File: config.mk
export PLATFORM = sky130hd
export DESIGN_NAME = fpt_top
export DESIGN_NICKNAME = d
export VERILOG_FILES = /design/src/hw/fpt_frame_cnt.v /design/src/hw/fpt_meas_dly.v /design/src/hw/fpt_top.v
export VERILOG_INCLUDE_DIRS = /design/src /design/src/shared
export SDC_FILE = /design/constraint.sdc
export NUM_CORES = 1
export LEC_CHECK = 0
export BUFFER_PORTS_ARGS = -buffer_cell sky130_fd_sc_hd__buf_2
export CORE_MARGIN = 8
export CORE_UTILIZATION = 60
export CTS_CLUSTER_SIZE = 10
export DETAILED_ROUTE_END_ITERATION = 10
export PLACE_DENSITY = 0.81
export SLEW_MARGIN = 20
export SYNTH_ARGS = -nofsm -noshare
export SYNTH_HDL_FRONTEND = slang
export SYNTH_SLANG_ARGS = --single-unit
File: constraint.sdc
create_clock -name pclk -period 8.66 [get_ports pclk]
set_input_delay 0.866 -clock pclk [delete_from_list [all_inputs] [get_ports pclk]]
set_output_delay 0.866 -clock pclk [all_outputs]
set_load 0.005 [all_outputs]
File: src/shared/fpt_map.vh
`ifndef FPT_MAP_VH
`define FPT_MAP_VH

// ----------------------------------------
// Register offsets
// ----------------------------------------
`define FPT_CTRL_OFF 8'h00
`define FPT_POS_OFF 8'h04
`define FPT_TDLY_OFF 8'h08
`define FPT_TSLOT_OFF 8'h0c
`define FPT_STAT_OFF 8'h10
`define FPT_PCNT_OFF 8'h14
`define FPT_MCNT_OFF 8'h18

// ----------------------------------------
// Field positions
// ----------------------------------------
`define FPT_CTRL_POS_EN 0
`define FPT_CTRL_ARM 1
`define FPT_CTRL_SEQ_EN 2
`define FPT_POS_BIT_MSB 7
`define FPT_POS_SLOT_LSB 8
`define FPT_POS_SLOT_MSB 10
`define FPT_STAT_BIT_LSB 8
`define FPT_STAT_BIT_MSB 15
`define FPT_STAT_MEAS_LVL 16
`define FPT_STAT_BUSY 17
`define FPT_STAT_POS_REJ 18
`define FPT_STAT_POS_TRIG 19

// ----------------------------------------
// Reset values and limits
// ----------------------------------------
`define FPT_CTRL_RST 3'h0
`define FPT_POS_RST 11'h000
`define FPT_TDLY_RST 16'h0000
`define FPT_TSLOT_RST 3'h0
`define FPT_MAX_BIT 8'h9c
`define FPT_LAST_BIT_LONG 8'h9c
`define FPT_LAST_BIT_SHORT 8'h9b

// ----------------------------------------
// Timing: one bit lasts FPT_BIT_NUM_NS / FPT_BIT_DEN ns
// ----------------------------------------
`define FPT_CLK_NS 50
`define FPT_BIT_NUM_NS 48000
`define FPT_BIT_DEN 13
`define FPT_BIT_STEP (`FPT_CLK_NS * `FPT_BIT_DEN)

`endif

File: src/hw/fpt_frame_cnt.v
`timescale 1ns/100ps
`include "fpt_map.vh"

module fpt_frame_cnt (
  input wire pclk,
  input wire presetn,
  input wire bit_en,
  output reg [2:0] slot_r,
  output reg [7:0] bit_r
);

  // ----------------------------------------
  // Slot length
  // ----------------------------------------
  // Slots 0 and 4 carry 157 bits and the rest 156, so every fourth slot
  // start lands exactly on the nominal 156.25 bit grid.
  function [7:0] last_bit;
    input [2:0] slot;
    begin
      last_bit = (slot[1:0] == 2'b00) ? `FPT_LAST_BIT_LONG : `FPT_LAST_BIT_SHORT;
    end
  endfunction

  // ----------------------------------------
  // Counters
  // ----------------------------------------
  always @(posedge pclk or negedge presetn) begin
    if (!presetn) begin
      slot_r <= 3'h0;
      bit_r <= 8'h00;
    end else if (bit_en) begin
      if (bit_r == last_bit(slot_r)) begin
        bit_r <= 8'h00;
        slot_r <= slot_r + 3'h1;
      end else begin
        bit_r <= bit_r + 8'h01;
      end
    end
  end

endmodule

File: src/hw/fpt_meas_dly.v
`timescale 1ns/100ps

module fpt_meas_dly #(
  parameter DW = 16
) (
  input wire pclk,
  input wire presetn,
  input wire bit_en,
  input wire start,
  input wire arm,
  input wire [DW-1:0] delay,
  output reg trig_lvl_r,
  output reg busy_r,
  output reg go_r
);

  reg [DW-1:0] cnt_r;

  // ----------------------------------------
  // Delay and trigger transition
  // ----------------------------------------
  // A start that comes while a delay is still running is ignored, so a
  // long delay yields one measurement per delay window, not a backlog.
  always @(posedge pclk or negedge presetn) begin
    if (!presetn) begin
      cnt_r <= {DW{1'b0}};
      busy_r <= 1'b0;
      trig_lvl_r <= 1'b0;
      go_r <= 1'b0;
    end else begin
      go_r <= 1'b0;
      if (!arm) begin
        busy_r <= 1'b0;
      end else if (!busy_r) begin
        if (start) begin
          busy_r <= 1'b1;
          cnt_r <= delay;
        end
      end else if (bit_en) begin
        if (cnt_r == {DW{1'b0}}) begin
          busy_r <= 1'b0;
          go_r <= 1'b1;
          trig_lvl_r <= ~trig_lvl_r;
        end else begin
          cnt_r <= cnt_r - {{(DW-1){1'b0}}, 1'b1};
        end
      end
    end
  end

endmodule

File: src/hw/fpt_top.v
// The implementer's own choices: the placing of the registers and the APB interface to the registers.
`timescale 1ns/100ps
`include "fpt_map.vh"

module fpt_top #(
  parameter DLY_W = 16,
  parameter CNT_W = 16
) (
  input wire pclk,
  input wire presetn,
  input wire psel,
  input wire penable,
  input wire pwrite,
  input wire [7:0] paddr,
  input wire [31:0] pwdata,
  output reg [31:0] prdata,
  output wire pready,
  output wire pslverr,
  output reg pos_trig,
  output wire meas_trig_out,
  output wire meas_busy,
  output reg burst_start
);

  // ----------------------------------------
  // Helper functions
  // ----------------------------------------
  function addr_known;
    input [7:0] a;
    begin
      case (a)
        `FPT_CTRL_OFF: addr_known = 1'b1;
        `FPT_POS_OFF: addr_known = 1'b1;
        `FPT_TDLY_OFF: addr_known = 1'b1;
        `FPT_TSLOT_OFF: addr_known = 1'b1;
        `FPT_STAT_OFF: addr_known = 1'b1;
        `FPT_PCNT_OFF: addr_known = 1'b1;
        `FPT_MCNT_OFF: addr_known = 1'b1;
        default: addr_known = 1'b0;
      endcase
    end
  endfunction

  // A position beyond the last bit of a long slot can never match, so it
  // is refused rather than stored as a trigger that silently never fires.
  function pos_ok;
    input [10:0] v;
    begin
      pos_ok = (v[`FPT_POS_BIT_MSB:0] <= `FPT_MAX_BIT);
    end
  endfunction

  function [CNT_W-1:0] sat_inc;
    input [CNT_W-1:0] v;
    begin
      if (&v) begin
        sat_inc = v;
      end else begin
        sat_inc = v + {{(CNT_W-1){1'b0}}, 1'b1};
      end
    end
  endfunction

  // Frame counter compare, shared by the position trigger and the
  // sequencer start so that both act on the same bit boundary.
  function at_pos;
    input [2:0] slot;
    input [7:0] bitp;
    input [2:0] want_slot;
    input [7:0] want_bit;
    begin
      at_pos = (slot == want_slot) && (bitp == want_bit);
    end
  endfunction

  // ----------------------------------------
  // Local constants
  // ----------------------------------------
  // The control reset word is split into its bits so that each flop
  // takes exactly one bit of it.
  localparam [2:0] CTRL_RST = `FPT_CTRL_RST;
  // The accumulator sum runs on 17 bits so that the step past the bit
  // period is never lost before the compare.
  localparam [16:0] BIT_STEP = `FPT_BIT_STEP;
  localparam [16:0] BIT_NUM = `FPT_BIT_NUM_NS;

  // ----------------------------------------
  // Registers and wires
  // ----------------------------------------
  reg pos_en_r;
  reg arm_r;
  reg seq_en_r;
  reg [10:0] pos_r;
  reg [DLY_W-1:0] tdly_r;
  reg [2:0] tslot_r;
  reg pos_rej_r;
  reg [CNT_W-1:0] pcnt_r;
  reg [CNT_W-1:0] mcnt_r;
  reg [15:0] acc_r;
  reg bit_en_r;
  reg bit_tick_d_r;
  reg [31:0] rd_nxt;

  wire wr_en;
  wire rd_setup;
  wire acc_err;
  wire [16:0] acc_sum;
  wire [2:0] cur_slot;
  wire [7:0] cur_bit;
  wire pos_match;
  wire pos_rise;
  wire meas_go;
  wire busy_w;
  wire lvl_w;

  // ----------------------------------------
  // APB slave
  // ----------------------------------------
  // The slave answers with no wait state; read data is captured in the
  // setup cycle so that it comes from a flip-flop in the access cycle.
  assign pready = 1'b1;
  assign wr_en = psel & penable & pwrite;
  assign rd_setup = psel & ~penable & ~pwrite;
  assign acc_err = psel & penable & ~addr_known(paddr);
  // Unmapped addresses answer with an error but still take no wait state.
  assign pslverr = acc_err;

  always @* begin
    rd_nxt = 32'h0000_0000;
    case (paddr)
      `FPT_CTRL_OFF: begin
        rd_nxt[`FPT_CTRL_POS_EN] = pos_en_r;
        rd_nxt[`FPT_CTRL_ARM] = arm_r;
        rd_nxt[`FPT_CTRL_SEQ_EN] = seq_en_r;
      end
      `FPT_POS_OFF: begin
        rd_nxt[10:0] = pos_r;
      end
      `FPT_TDLY_OFF: begin
        rd_nxt[DLY_W-1:0] = tdly_r;
      end
      `FPT_TSLOT_OFF: begin
        rd_nxt[2:0] = tslot_r;
      end
      `FPT_STAT_OFF: begin
        rd_nxt[2:0] = cur_slot;
        rd_nxt[`FPT_STAT_BIT_MSB:`FPT_STAT_BIT_LSB] = cur_bit;
        rd_nxt[`FPT_STAT_MEAS_LVL] = lvl_w;
        rd_nxt[`FPT_STAT_BUSY] = busy_w;
        rd_nxt[`FPT_STAT_POS_REJ] = pos_rej_r;
        rd_nxt[`FPT_STAT_POS_TRIG] = pos_trig;
      end
      `FPT_PCNT_OFF: begin
        rd_nxt[CNT_W-1:0] = pcnt_r;
      end
      `FPT_MCNT_OFF: begin
        rd_nxt[CNT_W-1:0] = mcnt_r;
      end
      default: begin
        rd_nxt = 32'h0000_0000;
      end
    endcase
  end

  always @(posedge pclk or negedge presetn) begin
    if (!presetn) begin
      prdata <= 32'h0000_0000;
    end else if (rd_setup) begin
      prdata <= rd_nxt;
    end
  end

  // ----------------------------------------
  // Control registers
  // ----------------------------------------
  always @(posedge pclk or negedge presetn) begin
    if (!presetn) begin
      pos_en_r <= CTRL_RST[`FPT_CTRL_POS_EN];
      arm_r <= CTRL_RST[`FPT_CTRL_ARM];
      seq_en_r <= CTRL_RST[`FPT_CTRL_SEQ_EN];
      pos_r <= `FPT_POS_RST;
      tdly_r <= `FPT_TDLY_RST;
      tslot_r <= `FPT_TSLOT_RST;
    end else if (wr_en) begin
      case (paddr)
        `FPT_CTRL_OFF: begin
          pos_en_r <= pwdata[`FPT_CTRL_POS_EN];
          arm_r <= pwdata[`FPT_CTRL_ARM];
          seq_en_r <= pwdata[`FPT_CTRL_SEQ_EN];
        end
        `FPT_POS_OFF: begin
          if (pos_ok(pwdata[10:0])) begin
            pos_r <= pwdata[`FPT_POS_SLOT_MSB:0];
          end
        end
        `FPT_TDLY_OFF: begin
          tdly_r <= pwdata[DLY_W-1:0];
        end
        `FPT_TSLOT_OFF: begin
          tslot_r <= pwdata[2:0];
        end
        default: begin
          tslot_r <= tslot_r;
        end
      endcase
    end
  end

  // Refused position writes leave a sticky flag; a refusal in the same
  // cycle as a clear keeps the flag set.
  always @(posedge pclk or negedge presetn) begin
    if (!presetn) begin
      pos_rej_r <= 1'b0;
    end else if (wr_en && paddr == `FPT_POS_OFF && !pos_ok(pwdata[10:0])) begin
      pos_rej_r <= 1'b1;
    end else if (wr_en && paddr == `FPT_STAT_OFF && pwdata[`FPT_STAT_POS_REJ]) begin
      pos_rej_r <= 1'b0;
    end
  end

  // ----------------------------------------
  // Bit clock enable
  // ----------------------------------------
  // A phase accumulator gives the exact 48/13 us bit period on average;
  // single bits jitter by one pclk cycle, which is far below one bit.
  // The remainder is carried over, so no rounding error builds up.
  assign acc_sum = {1'b0, acc_r} + BIT_STEP;

  always @(posedge pclk or negedge presetn) begin
    if (!presetn) begin
      acc_r <= 16'h0000;
      bit_en_r <= 1'b0;
      bit_tick_d_r <= 1'b0;
    end else begin
      bit_tick_d_r <= bit_en_r;
      if (acc_sum >= BIT_NUM) begin
        acc_r <= acc_sum[15:0] - BIT_NUM[15:0];
        bit_en_r <= 1'b1;
      end else begin
        acc_r <= acc_sum[15:0];
        bit_en_r <= 1'b0;
      end
    end
  end

  // ----------------------------------------
  // Frame position counters
  // ----------------------------------------
  // Counting starts at bit zero of slot zero after reset, so the frame
  // reference is the counter wrap, and slot starts give the .75, .50 and
  // .25 bit offsets of slots 1, 2 and 3 (and 5, 6, 7).
  fpt_frame_cnt u_frame (
    .pclk(pclk),
    .presetn(presetn),
    .bit_en(bit_en_r),
    .slot_r(cur_slot),
    .bit_r(cur_bit)
  );

  // ----------------------------------------
  // Frame position trigger
  // ----------------------------------------
  assign pos_match = at_pos(cur_slot, cur_bit, pos_r[`FPT_POS_SLOT_MSB:`FPT_POS_SLOT_LSB],
                            pos_r[`FPT_POS_BIT_MSB:0]);
  assign pos_rise = pos_en_r & pos_match & bit_tick_d_r;

  // The pulse starts in the cycle after the counters reach the match and
  // lasts until they move on, one bit period.
  // A position write while enabled takes effect at once, so a pulse that
  // is already running may be cut short.
  always @(posedge pclk or negedge presetn) begin
    if (!presetn) begin
      pos_trig <= 1'b0;
    end else begin
      pos_trig <= pos_en_r & pos_match;
    end
  end

  always @(posedge pclk or negedge presetn) begin
    if (!presetn) begin
      pcnt_r <= {CNT_W{1'b0}};
    end else if (pos_rise) begin
      pcnt_r <= sat_inc(pcnt_r);
    end else if (wr_en && paddr == `FPT_PCNT_OFF) begin
      pcnt_r <= {CNT_W{1'b0}};
    end
  end

  // ----------------------------------------
  // Burst start from the sequencer
  // ----------------------------------------
  // The start follows the traffic slot setting, so a measurement can be
  // tied to any one slot of the frame.
  always @(posedge pclk or negedge presetn) begin
    if (!presetn) begin
      burst_start <= 1'b0;
    end else begin
      burst_start <= seq_en_r & bit_tick_d_r & at_pos(cur_slot, cur_bit, tslot_r, 8'h00);
    end
  end

  // ----------------------------------------
  // Delayed measurement trigger
  // ----------------------------------------
  fpt_meas_dly #(
    .DW(DLY_W)
  ) u_meas (
    .pclk(pclk),
    .presetn(presetn),
    .bit_en(bit_en_r),
    .start(burst_start),
    .arm(arm_r),
    .delay(tdly_r),
    .trig_lvl_r(lvl_w),
    .busy_r(busy_w),
    .go_r(meas_go)
  );

  assign meas_trig_out = lvl_w;
  assign meas_busy = busy_w;

  always @(posedge pclk or negedge presetn) begin
    if (!presetn) begin
      mcnt_r <= {CNT_W{1'b0}};
    end else if (meas_go) begin
      mcnt_r <= sat_inc(mcnt_r);
    end else if (wr_en && paddr == `FPT_MCNT_OFF) begin
      mcnt_r <= {CNT_W{1'b0}};
    end
  end

endmodule

==> key figures <==
Outcome
  • Outcome: finished clean

STA
  • Period minus WS final: 3.45 ns
  • Final Setup Violations: 0
  • RSZ-0062 raised after global routing: false
  • Max-slew violation count: 0
  • Setup TNS: 0 ns
  • Final hold violations: 0
  • FMAX: 290 MHz
  • Tcrit/Tclk final: 39.9%
  • Setup WS post-layout: 5.21 ns
  • Worst Skew: 0.00544 ns
  • Max transition margin: 25.4%
  • Worst Max-Slew Pin Slew: 1.10 ns
  • Min Hold Slack: 0.392 ns

Pwr
  • Flop pwr share: 45.2%
  • Pleak: 3.79 nW
  • Logic gate share of total power: 4.3%
  • Cell Pwr Density: 172 nW/µm²
  • Int Power: 1.12 mW
  • Worst IR drop on VDD: 130 µV
  • Net Sw Frac: 22.4%
  • Sw Pwr: 323 µW
  • Clk pwr share: 50.5%

Setup path
  • Crit-path max FO: 16
  • Crit Reg-Reg Endpoint: acc_r[8]$_DFF_PN0_
  • Critical Path End Type: register
  • Buf+Inv Stages, Crit Path: 1
  • WP data arrival: 3.75 ns
  • Critical-path cell list: buf_2, or4_1, or2_2, nor3_2, nand2_1, mux2_2
  • CP max stage cell: nor3_2
  • Critical path depth in cells: 6
  • CP delay by family, top: simple AND/OR/NAND/NOR gates
  • Startpoint types: input pin
  • Worst reg-to-reg path cell count: 9
  • Kind of critical path: input pin to register
  • Max stage delay on crit path: 0.73 ns
  • CP Data Required Time: 8.96 ns
  • Worst reg-to-reg setup slack: 5.58 ns
  • R2R Path Start: acc_r[1]$_DFF_PN0_

Finish
  • Area Growth Syn to Fin: 11.8%
  • Post-layout net count: 880
  • Area of the multi-input gates: 3800 µm²
  • Most common cell after layout, fill and taps aside: dfrtp_1
  • Reg area: 3380 µm²
  • Layout cells sized above 1: 17.2%
  • Fin util: 67.5%
  • # fillers: 951
  • Most frequent cells in the layout: dfrtp_1 (135), nand2_1 (80), nor2_1 (56)

Clock tree
  • CTS buffer count: 17
  • Clock-pin slew on the worst setup and hold paths: 0.05 ns
  • Post-CTS Hold Fix Bufs: 0
  • Resized cells post-CTS: 0
  • Deepest level of the CTS H-tree: 4
  • Clock sink count: 135
  • Clock root buffer: clkbuf_16
  • Max Root-Sink Buffers: 2
  • Clk Latency, worst-skew pair: 0.42 ns
  • TritonCTS clock tree: yes
  • Post CTS Setup Buffer Count: 0

Floorplanning
  • FP Rows: 41
  • Die area: 16300 µm²
  • Core ar.: 12400 µm²
  • IO Count: 83
  • Die width: 128 µm
  • Die span in y: 128 µm
  • Initial core utilization: 60.4%

Detailed routing
  • Iteration-0 DRC Markers: 849
  • Count of antenna-violating nets left after detailed routing: 0
  • WL/cell: 19.3 µm
  • DRC viols: 0
  • Vias per cell: 6.42
  • Total Wirelength: 19500 µm
  • Drt first pass iters: 7
  • Routed via count: 6487

Yosys
  • Cell variety after synth: 69
  • Largest family of logic cells by synthesized area: simple AND/OR/NAND/NOR gates
  • Synth Instances: 791
  • Post-synthesis mux area share: 6.51%
  • Cell area after synthesis: 7490 µm²
  • EDFF count, synth: 0
  • Warnings from Yosys: 0
  • Top cell type by total area after synthesis: dfrtp_1
  • Post-synth ARST share: 100%
  • Top cell type's share of synthesized area: 45.1%
  • Syn_area_per_cell: 9.47 µm²
  • Post-synthesis compound-gate area fraction: 16.6%
  • XOR/XNOR Fraction of Synth Area: 5.49%
  • Synth area leaders: dfrtp_1 (45%), mux2_2 (5.7%), nand2_1 (4.0%)
  • Post-Synth Adder-Cell Area: 1.67%
  • Synthesized flop and latch total: 135
  • Post-synthesis sequential area ratio: 45.1%
  • Main synth FF type: dfrtp_1
  • Simple-Gate Fraction of Synth Area: 19.8%

GRT
  • Global-route usage over all layers: 24.8%
  • Antenna violations before repair: 2
  • First-pass GRT wire length: 31800 µm
  • Vias in the first global route: 6163
  • Grt total ovfl: 0
  • Largest net degree at the start of global routing: 81

Placement
  • Routability congestion estimate: 0.974
  • Dpl ws: 4.83 ns
  • DP HPWL: 13900 µm
  • I/O Buffers: 54

Job
  • MaxCap Viol Count: 0

Hold path
  • Worst Hold Class: input pin to async pin
sequential cells by signal (all words and copies together) (netlist names), 3 cells and up:
name / flops
tdly_r: 16
acc_r: 15
u_meas.cnt_r: 16
u_frame.slot_r: 3
prdata: 20
pcnt_r: 16
pos_r: 11
u_frame.bit_r: 8
mcnt_r: 16
tslot_r: 3
logic make-up (layout without fill, tap and decap cells):
| group | after synthesis | in the layout |
|---|---|---|
| and+or+nand+nor | 292 | 292 |
| AOI/OAI and AO/OA | 188 | 188 |
| DFF | 135 | 135 |
| buffers and inverters | 73 | 109 |
| xor gates and xnor gates | 47 | 47 |
| muxes | 44 | 44 |
| adders and majority gates | 10 | 10 |
| other | 2 | 14 |
Yosys cell counts, drive strengths merged, types with 6 or more instances:
cell and n:
nor4 11, mux2i 6, a21oi 41, nand2 80
o22ai 15, a21o 8, nand3 41, nand2b 7
clkbuf 31, xor2 20, a31oi 10, nor3b 7
inv 17, buf 25, and3 15, dfrtp 135
a222oi 12, a22o 10, or3 8, nor2 57
ha 10, a221oi 6, o21ai 49, mux2 38
nor3 21, nand4 10, xnor2 27
metrics by stage:
step                      std cells  cell area (µm²)  power (mW)
after floorplan                 802             7530       0.692
after global placement          978             7780       0.721
after detailed placement        978             7780       0.724
after CTS                      1010             8380        1.45
after global routing           1011             8380        1.49
final                          1011             8380        1.44
how the worst max path moves through the flow:
stage	slack (ns)	from	endpoint
5_1_grt	5.04	paddr[1]	tdly_r[8]$_DFFE_PN0P_
3_3_place_gp	4.91	paddr[1]	tdly_r[14]$_DFFE_PN0P_
3_5_place_dp	4.83	paddr[1]	tdly_r[5]$_DFFE_PN0P_
2_1_floorplan	5.63	paddr[1]	pos_r[0]$_DFFE_PN0P_
6_report	5.21	paddr[1]	tdly_r[8]$_DFFE_PN0P_
4_1_cts	5.27	paddr[1]	tdly_r[8]$_DFFE_PN0P_
routing by layer:
layer  vias up  part of all wire [%]  global-route usage (%)
met4         2                   4.0                    12.7
met1      3160                    40                    31.7
met5         -                 0.051                       0
met3        71                   9.2                    6.11
met2       310                    47                    38.3
li1       2944                     -                       -
area by class of cell:
type | instances | area share [%]
inverters | 17 | 0.762
diodes | 1 | 0.0299
repair buffers | 60 | 3.84
flip-flops and latches | 135 | 40.3
clock buffers | 19 | 5.29
clock inverters | 13 | 1.84
well taps | 172 | 2.57
multi-input cells | 594 | 45.4
power by group through the flow:
stage | registers (mW) | logic, mW | clock network, mW
finish | 0.651 | 0.0623 | 0.728
global placement | 0.661 | 0.0604 | 0
floorplan | 0.658 | 0.0341 | 0
CTS | 0.650 | 0.0627 | 0.738
detailed placement | 0.661 | 0.0624 | 0
global route | 0.652 | 0.0702 | 0.769
No activity file was read; power rests on OpenSTA's default activity.
